`src/opstat_pkg.sv`:
```
// shared constants and command codes for the operation status group
package opstat_pkg;
  localparam int unsigned OPSTAT_WIDTH      = 16;
  // operation layout
  localparam int unsigned OPSTAT_CUR_BIT    = 10;
  localparam int unsigned OPSTAT_VOLT_BIT   = 8;
  localparam logic [15:0] OPSTAT_OPER_DEF   = 16'h0521; // bits 0, 5, 8, 10
  // questionable layout
  localparam int unsigned OPSTAT_QCE_BIT    = 13;
  localparam int unsigned OPSTAT_QVE_BIT    = 12;
  localparam int unsigned OPSTAT_QCM_BIT    = 1;
  localparam int unsigned OPSTAT_QVM_BIT    = 0;
  localparam logic [15:0] OPSTAT_QUES_DEF   = 16'h3003;
  localparam logic [15:0] OPSTAT_QUES_LATCH = 16'h3000;
  // status byte summary positions
  localparam int unsigned OPSTAT_OPER_SUM   = 7;
  localparam int unsigned OPSTAT_QUES_SUM   = 3;
  // reset values
  localparam logic [15:0] OPSTAT_ZERO       = 16'h0000;

  typedef enum logic [3:0] {
    OPSTAT_CMD_OPER_COND_Q = 4'h0,
    OPSTAT_CMD_OPER_ENAB_W = 4'h1,
    OPSTAT_CMD_OPER_ENAB_Q = 4'h2,
    OPSTAT_CMD_OPER_EVEN_Q = 4'h3,
    OPSTAT_CMD_PRESET      = 4'h4,
    OPSTAT_CMD_QUES_COND_Q = 4'h5,
    OPSTAT_CMD_QUES_EVEN_Q = 4'h6,
    OPSTAT_CMD_QUES_ENAB_W = 4'h7,
    OPSTAT_CMD_QUES_ENAB_Q = 4'h8
  } opstat_cmd_t;
endpackage

```
`src/opstat_top.sv`:
```
// operation and questionable status registers behind a command port
// Functional notes
// - current regulation at bit 10, voltage regulation at bit 8, others unused
// - operation condition register follows live regulation flags, no latching
// - enable mask is writable and reads back the stored mask
// - status byte bit 7 is OR of enabled operation event bits
// - event register is read-only and holds each event until read
// - event read returns latched contents then clears them
// - entering voltage regulation sets event value 256, second read gives zero
// - preset zeroes operation and questionable condition registers
// - questionable bits 13, 12, 1, 0; only 13 and 12 latch
`timescale 1ns/1ps
`default_nettype none
module opstat_top
  import opstat_pkg::*;
(
  input  wire logic        core_clk,
  input  wire logic        resetn,
  input  wire logic        current_regulation_flag,
  input  wire logic        voltage_regulation_flag,
  input  wire logic        current_fault_flag,
  input  wire logic        voltage_fault_flag,
  input  wire logic        current_mode_live_flag,
  input  wire logic        voltage_mode_live_flag,
  input  wire logic        cmd_valid,
  input  wire logic [3:0]  cmd_code,
  input  wire logic [15:0] cmd_data,
  output logic             rsp_valid,
  output logic [15:0]      rsp_data,
  output logic [7:0]       status_byte
);

  // flag pin synchronisers
  logic [5:0]  sync_a;
  logic [5:0]  sync_b;

  // operation group registers
  logic [15:0] operation_live_condition;
  logic [15:0] operation_event_mask;
  logic [15:0] operation_latched_events;

  // questionable group registers
  logic [15:0] ques_condition;
  logic [15:0] ques_mask;
  logic [15:0] ques_events;

  // live images and their rising edges
  logic [15:0] next_oper_cond;
  logic [15:0] next_ques_cond;
  logic [15:0] oper_rise;
  logic [15:0] ques_rise;

  // command decode
  logic        is_cmd;
  opstat_cmd_t cmd;
  logic        is_preset;
  logic        is_oper_event_rd;
  logic        is_ques_event_rd;
  logic        is_oper_mask_wr;
  logic        is_ques_mask_wr;

  // pins come from the analog side, two stages before any use
  always_ff @(posedge core_clk or negedge resetn) begin
    if (!resetn) begin
      sync_a <= 6'h00;
      sync_b <= 6'h00;
    end else begin
      sync_a <= {current_regulation_flag, voltage_regulation_flag, current_fault_flag,
                 voltage_fault_flag, current_mode_live_flag, voltage_mode_live_flag};
      sync_b <= sync_a;
    end
  end

  // the code only means something while the strobe is high
  assign cmd    = opstat_cmd_t'(cmd_code);
  assign is_cmd = cmd_valid;

  // one strobe per state-changing command; each register block tests one name, the mask block two
  assign is_preset        = is_cmd && (cmd == OPSTAT_CMD_PRESET);
  assign is_oper_event_rd = is_cmd && (cmd == OPSTAT_CMD_OPER_EVEN_Q);
  assign is_ques_event_rd = is_cmd && (cmd == OPSTAT_CMD_QUES_EVEN_Q);
  assign is_oper_mask_wr  = is_cmd && (cmd == OPSTAT_CMD_OPER_ENAB_W);
  assign is_ques_mask_wr  = is_cmd && (cmd == OPSTAT_CMD_QUES_ENAB_W);

  // live condition images built from synchronised flags
  always_comb begin
    next_oper_cond = OPSTAT_ZERO;
    next_ques_cond = OPSTAT_ZERO;
    next_oper_cond[OPSTAT_CUR_BIT]  = sync_b[5];
    next_oper_cond[OPSTAT_VOLT_BIT] = sync_b[4];
    next_ques_cond[OPSTAT_QCE_BIT]  = sync_b[3];
    next_ques_cond[OPSTAT_QVE_BIT]  = sync_b[2];
    next_ques_cond[OPSTAT_QCM_BIT]  = sync_b[1];
    next_ques_cond[OPSTAT_QVM_BIT]  = sync_b[0];
  end

  // condition registers; preset forces zero so still-active flags rise again
  always_ff @(posedge core_clk or negedge resetn) begin
    if (!resetn) begin
      operation_live_condition <= OPSTAT_ZERO;
      ques_condition           <= OPSTAT_ZERO;
    end else if (is_preset) begin
      operation_live_condition <= OPSTAT_ZERO;
      ques_condition           <= OPSTAT_ZERO;
    end else begin
      operation_live_condition <= next_oper_cond;
      ques_condition           <= next_ques_cond;
    end
  end

  // positive transitions are the events
  assign oper_rise = next_oper_cond & ~operation_live_condition;
  assign ques_rise = next_ques_cond & ~ques_condition & OPSTAT_QUES_LATCH;

  // operation event latch; a new event beats the clear of a read
  always_ff @(posedge core_clk or negedge resetn) begin
    if (!resetn) begin
      operation_latched_events <= OPSTAT_ZERO;
    end else if (is_oper_event_rd) begin
      operation_latched_events <= oper_rise;
    end else begin
      operation_latched_events <= operation_latched_events | oper_rise;
    end
  end

  // questionable event latch, only fault bits latch
  always_ff @(posedge core_clk or negedge resetn) begin
    if (!resetn) begin
      ques_events <= OPSTAT_ZERO;
    end else if (is_ques_event_rd) begin
      ques_events <= ques_rise;
    end else begin
      ques_events <= ques_events | ques_rise;
    end
  end

  // enable masks; undefined bits are dropped so reads stay in range
  always_ff @(posedge core_clk or negedge resetn) begin
    if (!resetn) begin
      operation_event_mask <= OPSTAT_ZERO;
      ques_mask            <= OPSTAT_ZERO;
    end else if (is_oper_mask_wr) begin
      operation_event_mask <= cmd_data & OPSTAT_OPER_DEF;
    end else if (is_ques_mask_wr) begin
      ques_mask <= cmd_data & OPSTAT_QUES_DEF;
    end
  end

  // query answers, one cycle after the command
  always_ff @(posedge core_clk or negedge resetn) begin
    if (!resetn) begin
      rsp_valid <= 1'b0;
      rsp_data  <= OPSTAT_ZERO;
    end else begin
      rsp_valid <= 1'b0;
      if (is_cmd) begin
        unique case (cmd)
          OPSTAT_CMD_OPER_COND_Q: begin
            rsp_valid <= 1'b1;
            rsp_data  <= operation_live_condition;
          end
          OPSTAT_CMD_OPER_ENAB_Q: begin
            rsp_valid <= 1'b1;
            rsp_data  <= operation_event_mask;
          end
          OPSTAT_CMD_OPER_EVEN_Q: begin
            rsp_valid <= 1'b1;
            rsp_data  <= operation_latched_events;
          end
          OPSTAT_CMD_QUES_COND_Q: begin
            rsp_valid <= 1'b1;
            rsp_data  <= ques_condition;
          end
          OPSTAT_CMD_QUES_EVEN_Q: begin
            rsp_valid <= 1'b1;
            rsp_data  <= ques_events;
          end
          OPSTAT_CMD_QUES_ENAB_Q: begin
            rsp_valid <= 1'b1;
            rsp_data  <= ques_mask;
          end
          OPSTAT_CMD_OPER_ENAB_W,
          OPSTAT_CMD_QUES_ENAB_W,
          OPSTAT_CMD_PRESET: begin
            rsp_valid <= 1'b0;
          end
          default: begin
            // unknown codes are ignored, no answer
            rsp_valid <= 1'b0;
          end
        endcase
      end
    end
  end

  // summary bits, registered so the output is a clean flop
  always_ff @(posedge core_clk or negedge resetn) begin
    if (!resetn) begin
      status_byte <= 8'h00;
    end else begin
      status_byte <= 8'h00;
      status_byte[OPSTAT_OPER_SUM] <= |(operation_latched_events & operation_event_mask);
      status_byte[OPSTAT_QUES_SUM] <= |(ques_events & ques_mask);
    end
  end

endmodule // opstat_top
`default_nettype wire

```
`config.mk`:
```
export PLATFORM = sky130hd
export DESIGN_NAME = opstat_top
export DESIGN_NICKNAME = d
export VERILOG_FILES = /design/src/opstat_pkg.sv /design/src/opstat_top.sv
export SDC_FILE = /design/constraint.sdc
export NUM_CORES = 1
export LEC_CHECK = 0
export BUFFER_PORTS_ARGS = -buffer_cell sky130_fd_sc_hd__buf_2
export CAP_MARGIN = 20
export CORE_MARGIN = 4
export CORE_UTILIZATION = 50
export DETAILED_ROUTE_END_ITERATION = 12
export PLACE_DENSITY = 0.9
export SLEW_MARGIN = 40
export SYNTH_ARGS = -nofsm -noshare
export SYNTH_HDL_FRONTEND = slang
export SYNTH_SLANG_ARGS = --single-unit
```
`constraint.sdc`:
```
create_clock -name core_clk -period 1.5 [get_ports core_clk]
set_clock_uncertainty 0.2 [all_clocks]
set_input_delay 0.075 -clock core_clk [delete_from_list [all_inputs] [get_ports core_clk]]
set_output_delay 0.075 -clock core_clk [all_outputs]
set_load 0.05 [all_outputs]
```
==> results of run 1 <==
==> cells by family after synthesis <==
| logic type | count (synthesis) | share of synthesized area (%) |
|---|---|---|
| buffers and inverters | 24 | 8.63 |
| other | 1 | 0.219 |
| muxes | 18 | 11.7 |
| DFF | 41 | 59.9 |
| and+or+nand+nor | 28 | 10.2 |
| AOI/OAI and AO/OA | 21 | 9.28 |
==> worst max-delay path: stages <==
cell           delay [ps]
dlygate4sd3_1         510
buf_2                 230
and4_2                330
mux2_2                350
==> sequential cells by signal (all words and copies together) (netlist names) <==
signal                    flops
operation_latched_events      2
rsp_data                      8
operation_live_condition      2
sync_b                        6
ques_events                   2
rsp_valid                     1
operation_event_mask          4
ques_condition                4
sync_a                        6
status_byte                   2
ques_mask                     4
==> power by group <==
part           internal [µW]  switching (µW)
combinational            203             330
clock                    339             346
sequential              1230            62.3
==> final cells by class <==
type	instances	area [µm²]	area share, %
clock buffer	5	37.5	1.73
clock inverter	2	35.0	1.61
inverter	5	18.8	0.863
multi-input combinational	73	558	25.6
sequential	41	1030	47.2
tap	44	55.1	2.53
timing repair buffer	67	445	20.5
==> timing repair <==
| item | in CTS | in global routing |
|---|---|---|
| setup endpoints to repair | 0 | 4 |
| hold buffers | 15 | 0 |
| endpoints found under the hold margin | 64 | 0 |
| resized for setup | 0 | 1 |
==> placed cells by master (no fill, tap or decap), types with 2 or more instances in the layout <==
| master | count |
|---|---|
| a211oi_1 | 2 |
| a22o_1 | 5 |
| a31oi_1 | 5 |
| and2_1 | 3 |
| buf_2 | 38 |
| buf_4 | 14 |
| clkbuf_4 | 5 |
| conb_1 | 6 |
| dfrtp_1 | 41 |
| dlygate4sd3_1 | 15 |
| inv_1 | 5 |
| mux2_2 | 15 |
| mux2i_1 | 2 |
| nand2_1 | 6 |
| nand3_1 | 3 |
| nor2_1 | 5 |
| nor2b_1 | 4 |
| o21ai_0 | 6 |
==> how the worst max path moves through the flow <==
stage	endpoint	slack, ps	cells past startpoint
after global placement	rsp_data[10]	-20	4
after global routing	ques_mask[13]	8	4
after detailed placement	rsp_data[12]	-70	4
after floorplan	rsp_data[0]	-30	4
final	ques_mask[13]	40	4
after CTS	ques_mask[13]	40	4
==> layer usage <==
layer,vias up,part of all wire (%)
met5,-,0
met4,0,3.3
met3,10,6.7
met2,45,51
met1,588,39
li1,564,-
==> stage by stage <==
stage	instance area (µm²)	total power, µW	utilization [%]
floorplan	1730	1670	-
global placement	1950	1790	61.9
detailed placement	1950	1810	61.9
CTS	2170	2520	69.0
global route	2180	2630	69.0
finish	2180	2510	69.0
==> out/metrics.yaml, run 1 <==
grt:
  overflow: 0
  met2_usage_pct: 31.7
  top_usage_layer: "met2"
  grt_use_met1_pct: 18.7
  grt_max_degree: 42
  grt_pass1_wl_um: 5720
  grtUsageMet3_pct: 3.54
  first_global_vias: 1303
  antenna_found_initial: 0
  track_usage_pct: 17.6
synth:
  synth.distinct_cells: 29
  async_flop_share_pct: 100
  syn-mean-instance-area_um2: 12.9
  synth_ff_type: "dfrtp_1"
  synth.ff_latch_count: 41
  synth_area_leaders: "dfrtp_1 60%, mux2_2 9.9%, buf_4 6.1%"
  synthTopCellsByCount: "41 x dfrtp_1, 15 x mux2_2, 14 x buf_4"
  postSynthCellCount: 133
  synth_edf_count: 0
  yosysTopAreaCell: "dfrtp_1"
  synth_seq_area_share_pct: 59.9
  synth_warnings: 0
  synthesis.area_mm2: 0.00171
  synth_top_area_share_pct: 59.9
  yosysMostFrequentCell: "dfrtp_1"
setup_path:
  cp.required_ps: 1550
  cp_max_fo: 10
  startpoint: "cmd_valid"
  worstRegToRegCells: 3
  r2r_slack_ps: 90
  critical_path.startpoint_type: "primary input"
  rr_endpoint: "rsp_data[13]"
  crit_arrival_ps: 1510
  worstSetupPathType: "primary input to flop"
  r2r_start: "ques_events[13]"
  end_kind: "flop"
clock_network:
  clock_latency_ps: 350
  postCtsSetupBuffers: 0
  htreeDepth: 2
  clkTransAtPathRegs_ps: 110
  cts_tree: "yes"
  clock_sink_count: 41
  root_buffer: "clkbuf_4"
  clock_path_buffers: 2
  cts_made_buffers: 5
floorplanning:
  io_pins: 54
  die_w_um: 66.5
  dieArea_mm2: 0.00442
  rows: 20
  start_util_pct: 54.3
  core_area_mm2: 0.00315
  die_height_um: 66.5
sta:
  fmax_ghz: 0.685
  period_needed_ps: 1460
  whs_ps: 19.4
  fin_ws_ps: 39.7
  maxSlewViolCount: 0
  finalSetupTns_ps: 0
  rsz0062_at_grt: "no"
  fin_crit_sh_pct: 97.4
  finalSetupViolations: 0
  hold_viol: 0
min_path:
  hold_path_class: "primary input to flop"
  min_to: "operation_latched_events[8]"
  hold_depth: 5
  min_from: "cmd_code[2]"
route:
  ant_nets: 0
  wl_um: 3370
  drtIter0Drc: 43
  drt-vias-per-instance: 5.09
  drc: 0
  vias: 1207
  avgRoutedWirePerCell_um: 14.2
  firstDrtPassIters: 4
run_status:
  status: "finished clean"
final_layout:
  drive_gt1_share_pct: 40.9
  final_cells: 237
  num_antenna_cells: 0
  area_growth_pct: 27.1
  nFillCells: 241
  nets: 222
placement:
  io_buffers: 38
  gp_congestion: 0.864
  hpwlAfterDp_um: 2330
  pre_cts_ws_ps: -69.1
  post-place-cells: 215
pwr:
  powerDensity_mw_per_mm2: 1150
  leakagePower_uw: 0.00110
  peakVddDrop_mv: 0.702
job:
  drv_cap: 0
(Power assumes the default switching activity.)
==> run 2, diff against run 1 <==
- CORE_MARGIN: 4 -> 2
==> run 2 against run 1 <==
Net effect:
- count of clock-buffer cells in the layout increased by 3
- combinational power about the same
- hold slack improved by 4.9 ps
- cell count increased by 1.3%
- register-to-register slack about the same
- sequential share of layout area increased by 0.36 points
- non-clock buffer count unchanged
- critical path type unchanged
- largest cell class unchanged
- largest power group unchanged
- highest routed layer unchanged
==> out/metrics.yaml, run 2 (synthesis results as in run 1) <==
pwr:
  p_int_uw: 1620  # -8.6%
  power_frac_clock_pct: 22.0  # -5.3 points
  power.share.combinational_pct: 22.7  # +1.5 points
  power.net_switching_uw: 720  # -2.4%
  p_seq_share_pct: 55.3  # +3.9 points
  swShare_pct: 30.8  # +1.4 points
  peakVddDrop_mv: 0.694  # -1.2%
  powerDensity_mw_per_mm2: 1080  # -6.0%
  power_uw: 2340  # -6.7%
  leakagePower_uw: 0.00108  # -1.3%
sta:
  hold_viol: 0  # unchanged
  finalSetupTns_ps: 0  # unchanged
  whs_ps: 24.3  # +4.91 ps
  period_needed_ps: 1450  # -14.0 ps
  fin_crit_sh_pct: 96.4  # -0.93 points
  fmax_ghz: 0.691  # +0.97%
  maxSlewHeadroom_pct: 66.3
  finalSetupViolations: 0  # unchanged
  maxSlewViolCount: 0  # unchanged
  rsz0062_at_grt: "no"
  worst_slew_pin_slew_ps: 505
placement:
  gp_congestion: 0.825  # -4.6%
  placed_cell_area_mm2: 0.00195  # +0.13%
  io_buffers: 38  # unchanged
  hpwlAfterDp_um: 2320  # -0.51%
final_layout:
  largest_reg_flops: 8  # unchanged
  multiInputGateArea_um2: 563  # +0.90%
  final_common_cell: "dfrtp_1"
  nets: 222  # unchanged
  regMostFlops: "rsp_data"
  num_antenna_cells: 0  # unchanged
  top_regs: "rsp_data x8, sync_a x6, sync_b x6"
  final_area_mm2: 0.00216  # -0.75%
  area_growth_pct: 26.2
  layout_common_cells: "41 x dfrtp_1, 38 x buf_2, 15 x mux2_2, 15 x dlygate4sd3_1, 14 x buf_4"
  fin_util_pct: 65.2  # -3.8 points
  nFillCells: 260  # +7.9%
  regArea_mm2: 0.00103  # unchanged
  drive_gt1_share_pct: 39.7  # -1.2 points
floorplanning:
  io_pins: 54  # unchanged
  die_height_um: 62.5  # -6.0%
  core_area_mm2: 0.00331  # +5.0%
  die_w_um: 62.5  # -6.0%
  dieArea_mm2: 0.00391  # -12%
  start_util_pct: 51.7  # -2.6 points
  rows: 21  # +5.0%
route:
  avgRoutedWirePerCell_um: 13.6  # -4.6%
  ant_nets: 0  # unchanged
  drtIter0Drc: 35  # -19%
  firstDrtPassIters: 4  # unchanged
  vias: 1210  # +0.25%
  drt-vias-per-instance: 5.04  # -1.0%
  drc: 0  # unchanged
  wl_um: 3260  # -3.4%
setup_path:
  startpoint: "cmd_valid"
  crit_family: "buffers and inverters"
  worstSetupPathType: "primary input to flop"
  crit_arrival_ps: 1490  # -20 ps
  rr_endpoint: "rsp_data[13]"
  max_stage_delay_ps: 520  # about the same
  end_kind: "flop"
  crit_slowest_cell: "dlygate4sd3_1"
  r2r_start: "ques_events[13]"
  worst-path-buf-inv: 2  # unchanged
  cp_max_fo: 7  # -3
  worstRegToRegCells: 3  # unchanged
  cp-endpoint: "ques_mask[0]"
  cp.required_ps: 1540  # about the same
  r2r_slack_ps: 100  # about the same
  critical_path.startpoint_type: "primary input"
  cp_cell_sequence: "dlygate4sd3_1, buf_2, and4_1, mux2_2"
  cp.depth: 4  # unchanged
grt:
  grt_pass1_wl_um: 5710  # -0.24%
  grt_max_degree: 42  # unchanged
  track_usage_pct: 19.3  # +1.7 points
  overflow: 0  # unchanged
  antenna_found_initial: 0  # unchanged
  first_global_vias: 1243  # -4.6%
clock_network:
  htreeDepth: 2  # unchanged
  root_buffer: "clkbuf_4"
  clock_path_buffers: 2  # unchanged
  clkTransAtPathRegs_ps: 100  # about the same
  clock_sink_count: 41  # unchanged
  cts_made_buffers: 5  # unchanged
  cts_tree: "yes"
  clock_latency_ps: 350  # about the same
job:
  drv_cap: 0  # unchanged
run_status:
  status: "finished clean"
min_path:
  hold_path_class: "primary input to flop"
## run 2: how the worst min path moves through the flow
| stage | from | endpoint | slack (ps) | cells after the start |
|---|---|---|---|---|
| floorplan | resetn | operation_event_mask[0] | -420 | 0 |
| global placement | resetn | sync_a[5] | -60 | 2 |
| detailed placement | resetn | sync_b[5] | -40 | 2 |
| CTS | cmd_code[2] | operation_latched_events[10] | 5 | 5 |
| global route | cmd_code[2] | operation_latched_events[10] | 60 | 5 |
| finish | cmd_code[2] | operation_latched_events[10] | 20 | 5 |
## run 2: layout make-up
| type | count | share of cell area [%] |
|---|---|---|
| tap | 46 | 2.67 |
| timing repair buffer | 67 | 20.6 |
| multi-input combinational | 73 | 26.1 |
| clock buffer | 8 | 2.26 |
| sequential | 41 | 47.5 |
| inverter | 5 | 0.869 |
## run 2: stage by stage
stage / worst slack (ps) / cells
2_1_floorplan: -28.9 / 138
3_3_place_gp: -37.9 / 217
3_5_place_dp: -67.7 / 217
4_1_cts: 82.0 / 240
5_1_grt: 12.2 / 240
6_report: 53.7 / 240
## run 2: timing repair
| item | in CTS | in global routing |
|---|---|---|
| buffers inserted | 0 | 0 |
| resized for setup | 0 | 1 |
| setup endpoints to repair | 0 | 1 |
| hold endpoints to repair | 72 | 0 |
| hold buffers | 15 | 0 |
## run 2: worst register-to-register path, delay by kind of cell (launching register included)
kind	cells	cell delay (ps)
AOI/OAI and AO/OA	2	440
DFF	1	410
muxes	1	250
## run 2: power groups by stage
stage | sequential [µW] | combinational [µW] | clock (µW)
global placement | 1310 | 485 | 0
finish | 1290 | 532 | 515
detailed placement | 1320 | 502 | 0
floorplan | 1450 | 214 | 0
global route | 1310 | 568 | 583
CTS | 1290 | 532 | 532
## run 2: layer usage
metal / part of all wire [%] / track usage, % / vias up / wire length [µm]
li1: - / - / 566 / -
met1: 41 / 20.8 / 597 / 1320
met2: 53 / 33.2 / 42 / 1710
met3: 4.4 / 4.50 / 5 / 142
met4: 2.3 / 13.9 / 0 / 75
met5: 0 / 0 / - / 0
==> run 3, diff against run 2 <==
- RECOVER_POWER: unset -> 100
==> run 3 against run 2 <==
Net effect:
- cell count is the same
- global-route usage is the same
- count of clock-buffer cells in the layout is the same
- flip-flop and latch count is the same
- sequential power is essentially flat
- core utilization shrank 0.57 points
- combinational power shrank 2%
- worst setup slack gained 17 ps
- final area shrank 0.87%
- first-iteration DRC count shrank 14%
==> out/metrics.yaml, run 3 (synthesis results as in run 1) <==
route:
  firstDrtPassIters: 4  # unchanged
  drtIter0Drc: 30  # -14%
  wl_um: 3280  # +0.61%
  drt-vias-per-instance: 4.97  # -1.5%
  avgRoutedWirePerCell_um: 13.7  # +0.61%
  drc: 0  # unchanged
  vias: 1192  # -1.5%
  ant_nets: 0  # unchanged
placement:
  io_buffers: 38  # unchanged
  pre_cts_ws_ps: -67.7  # unchanged
  hpwlAfterDp_um: 2320  # unchanged
  gp_congestion: 0.825  # unchanged
floorplanning:
  start_util_pct: 51.7  # unchanged
  die_w_um: 62.5  # unchanged
  core_area_mm2: 0.00331  # unchanged
  io_pins: 54  # unchanged
  die_height_um: 62.5  # unchanged
  dieArea_mm2: 0.00391  # unchanged
  rows: 21  # unchanged
pwr:
  leakagePower_uw: 0.00106  # -1.9%
  peakVddDrop_mv: 0.694  # about the same
  power_uw: 2340  # -0.16%
  powerDensity_mw_per_mm2: 1090  # +0.72%
sta:
  fin_crit_sh_pct: 95.3  # -1.1 points
  hold_viol: 0  # unchanged
  worst_slew_pin_slew_ps: 985  # +480 ps
  fin_ws_ps: 70.4  # +16.7 ps
  rsz0062_at_grt: "no"
  fmax_ghz: 0.700  # +1.2%
  maxSlewViolCount: 0  # unchanged
  period_needed_ps: 1430  # -16.7 ps
  finalSetupViolations: 0  # unchanged
  maxSlewHeadroom_pct: 34.4  # -32 points
clock_network:
  cts_made_buffers: 5  # unchanged
  htreeDepth: 2  # unchanged
  clock_sink_count: 41  # unchanged
  clkTransAtPathRegs_ps: 100  # about the same
  clock_latency_ps: 350  # about the same
  clock_path_buffers: 2  # unchanged
  cts_tree: "yes"
  root_buffer: "clkbuf_4"
setup_path:
  cp-endpoint: "ques_mask[0]"
  crit_slowest_cell: "dlygate4sd3_1"
  crit_arrival_ps: 1480  # about the same
  cp_max_fo: 7  # unchanged
  rr_endpoint: "rsp_data[13]"
  startpoint: "cmd_valid"
  cp.required_ps: 1550  # about the same
  end_kind: "flop"
  max_stage_delay_ps: 520  # about the same
  r2r_start: "ques_events[13]"
  critical_path.startpoint_type: "primary input"
  worstRegToRegCells: 3  # unchanged
  cp_cell_sequence: "dlygate4sd3_1, buf_2, and4_1, mux2_2"
  worstSetupPathType: "primary input to flop"
  r2r_slack_ps: 100  # about the same
grt:
  grt_max_degree: 42  # unchanged
  track_usage_pct: 19.3  # unchanged
  first_global_vias: 1243  # unchanged
  overflow: 0  # unchanged
  grt_pass1_wl_um: 5710  # unchanged
  antenna_found_initial: 0  # unchanged
final_layout:
  final_common_cell: "dfrtp_1"
  largest_reg_flops: 8  # unchanged
  layout_common_cells: "41 x dfrtp_1, 21 x buf_2, 18 x clkbuf_2, 15 x mux2_2, 15 x dlygate4sd3_1"
  regMostFlops: "rsp_data"
  top_regs: "rsp_data x8, sync_a x6, sync_b x6"
  num_antenna_cells: 0  # unchanged
  nets: 222  # unchanged
  drive_gt1_share_pct: 38.7  # -1.0 points
  area_growth_pct: 25.1
job:
  drv_cap: 0  # unchanged
run_status:
  status: "finished clean"
min_path:
  hold_path_class: "primary input to flop"
[run 3: changes by cell type in the layout (fill, tap and decap cells not counted), sizes merged]
cell	previous run	this run
buf	52	32
clkbuf	8	28
[run 3: worst min-delay path by stage]
stage | from | to | slack, ps | cells after the start
final | cmd_code[2] | operation_latched_events[10] | 30 | 5
after global routing | cmd_code[2] | operation_latched_events[10] | 60 | 5
after CTS | cmd_code[2] | operation_latched_events[10] | 5 | 5
after detailed placement | resetn | sync_b[5] | -40 | 2
after global placement | resetn | sync_a[5] | -60 | 2
after floorplan | resetn | operation_event_mask[0] | -420 | 0
[run 3: final cells by class]
cell class / instances / area (µm²)
fillers: 266 / 1170
flip-flops and latches: 41 / 1030
multi-input cells: 73 / 554
repair buffers: 67 / 435
well taps: 46 / 57.6
clock buffers: 8 / 48.8
inverters: 5 / 18.8
[run 3: layer usage]
metal  global-route usage [%]  up-vias  wire [µm]
li1                         -      566          -
met1                     20.8      584       1370
met2                     33.2       37       1690
met3                     4.50        5        138
met4                     13.9        0         75
met5                        0        -          0
[run 3: critical path, delay by kind of cell]
family / cells / cell delay, ps
simple gates: 1 / 340
buf+inv: 2 / 700
mux: 1 / 360
[run 3: through the flow]
| stage | setup TNS, ps | area [µm²] | utilization (%) | hold slack [ps] | cells |
|---|---|---|---|---|---|
| final | 0 | 2140 | 64.7 | 32.8 | 240 |
| after global routing | 0 | 2140 | 64.7 | 56.1 | 240 |
| after CTS | 0 | 2150 | 65.0 | 4.84 | 240 |
| after detailed placement | -448 | 1950 | 59.0 | -37.9 | 217 |
| after global placement | -252 | 1950 | 59.0 | -56.7 | 217 |
| after floorplan | -203 | 1730 | - | -421 | 138 |
[run 3: repair_timing]
item,CTS,global route
hold endpoints to repair,72,0
endpoints found under the setup margin,0,1
resized for setup,0,1
setup buffers,0,0
hold buffers,15,0
[run 3: where the power goes]
part | internal [µW] | switching (µW)
clock | 187 | 329
combinational | 198 | 326
sequential | 1230 | 67.6
total | 1610 | 722
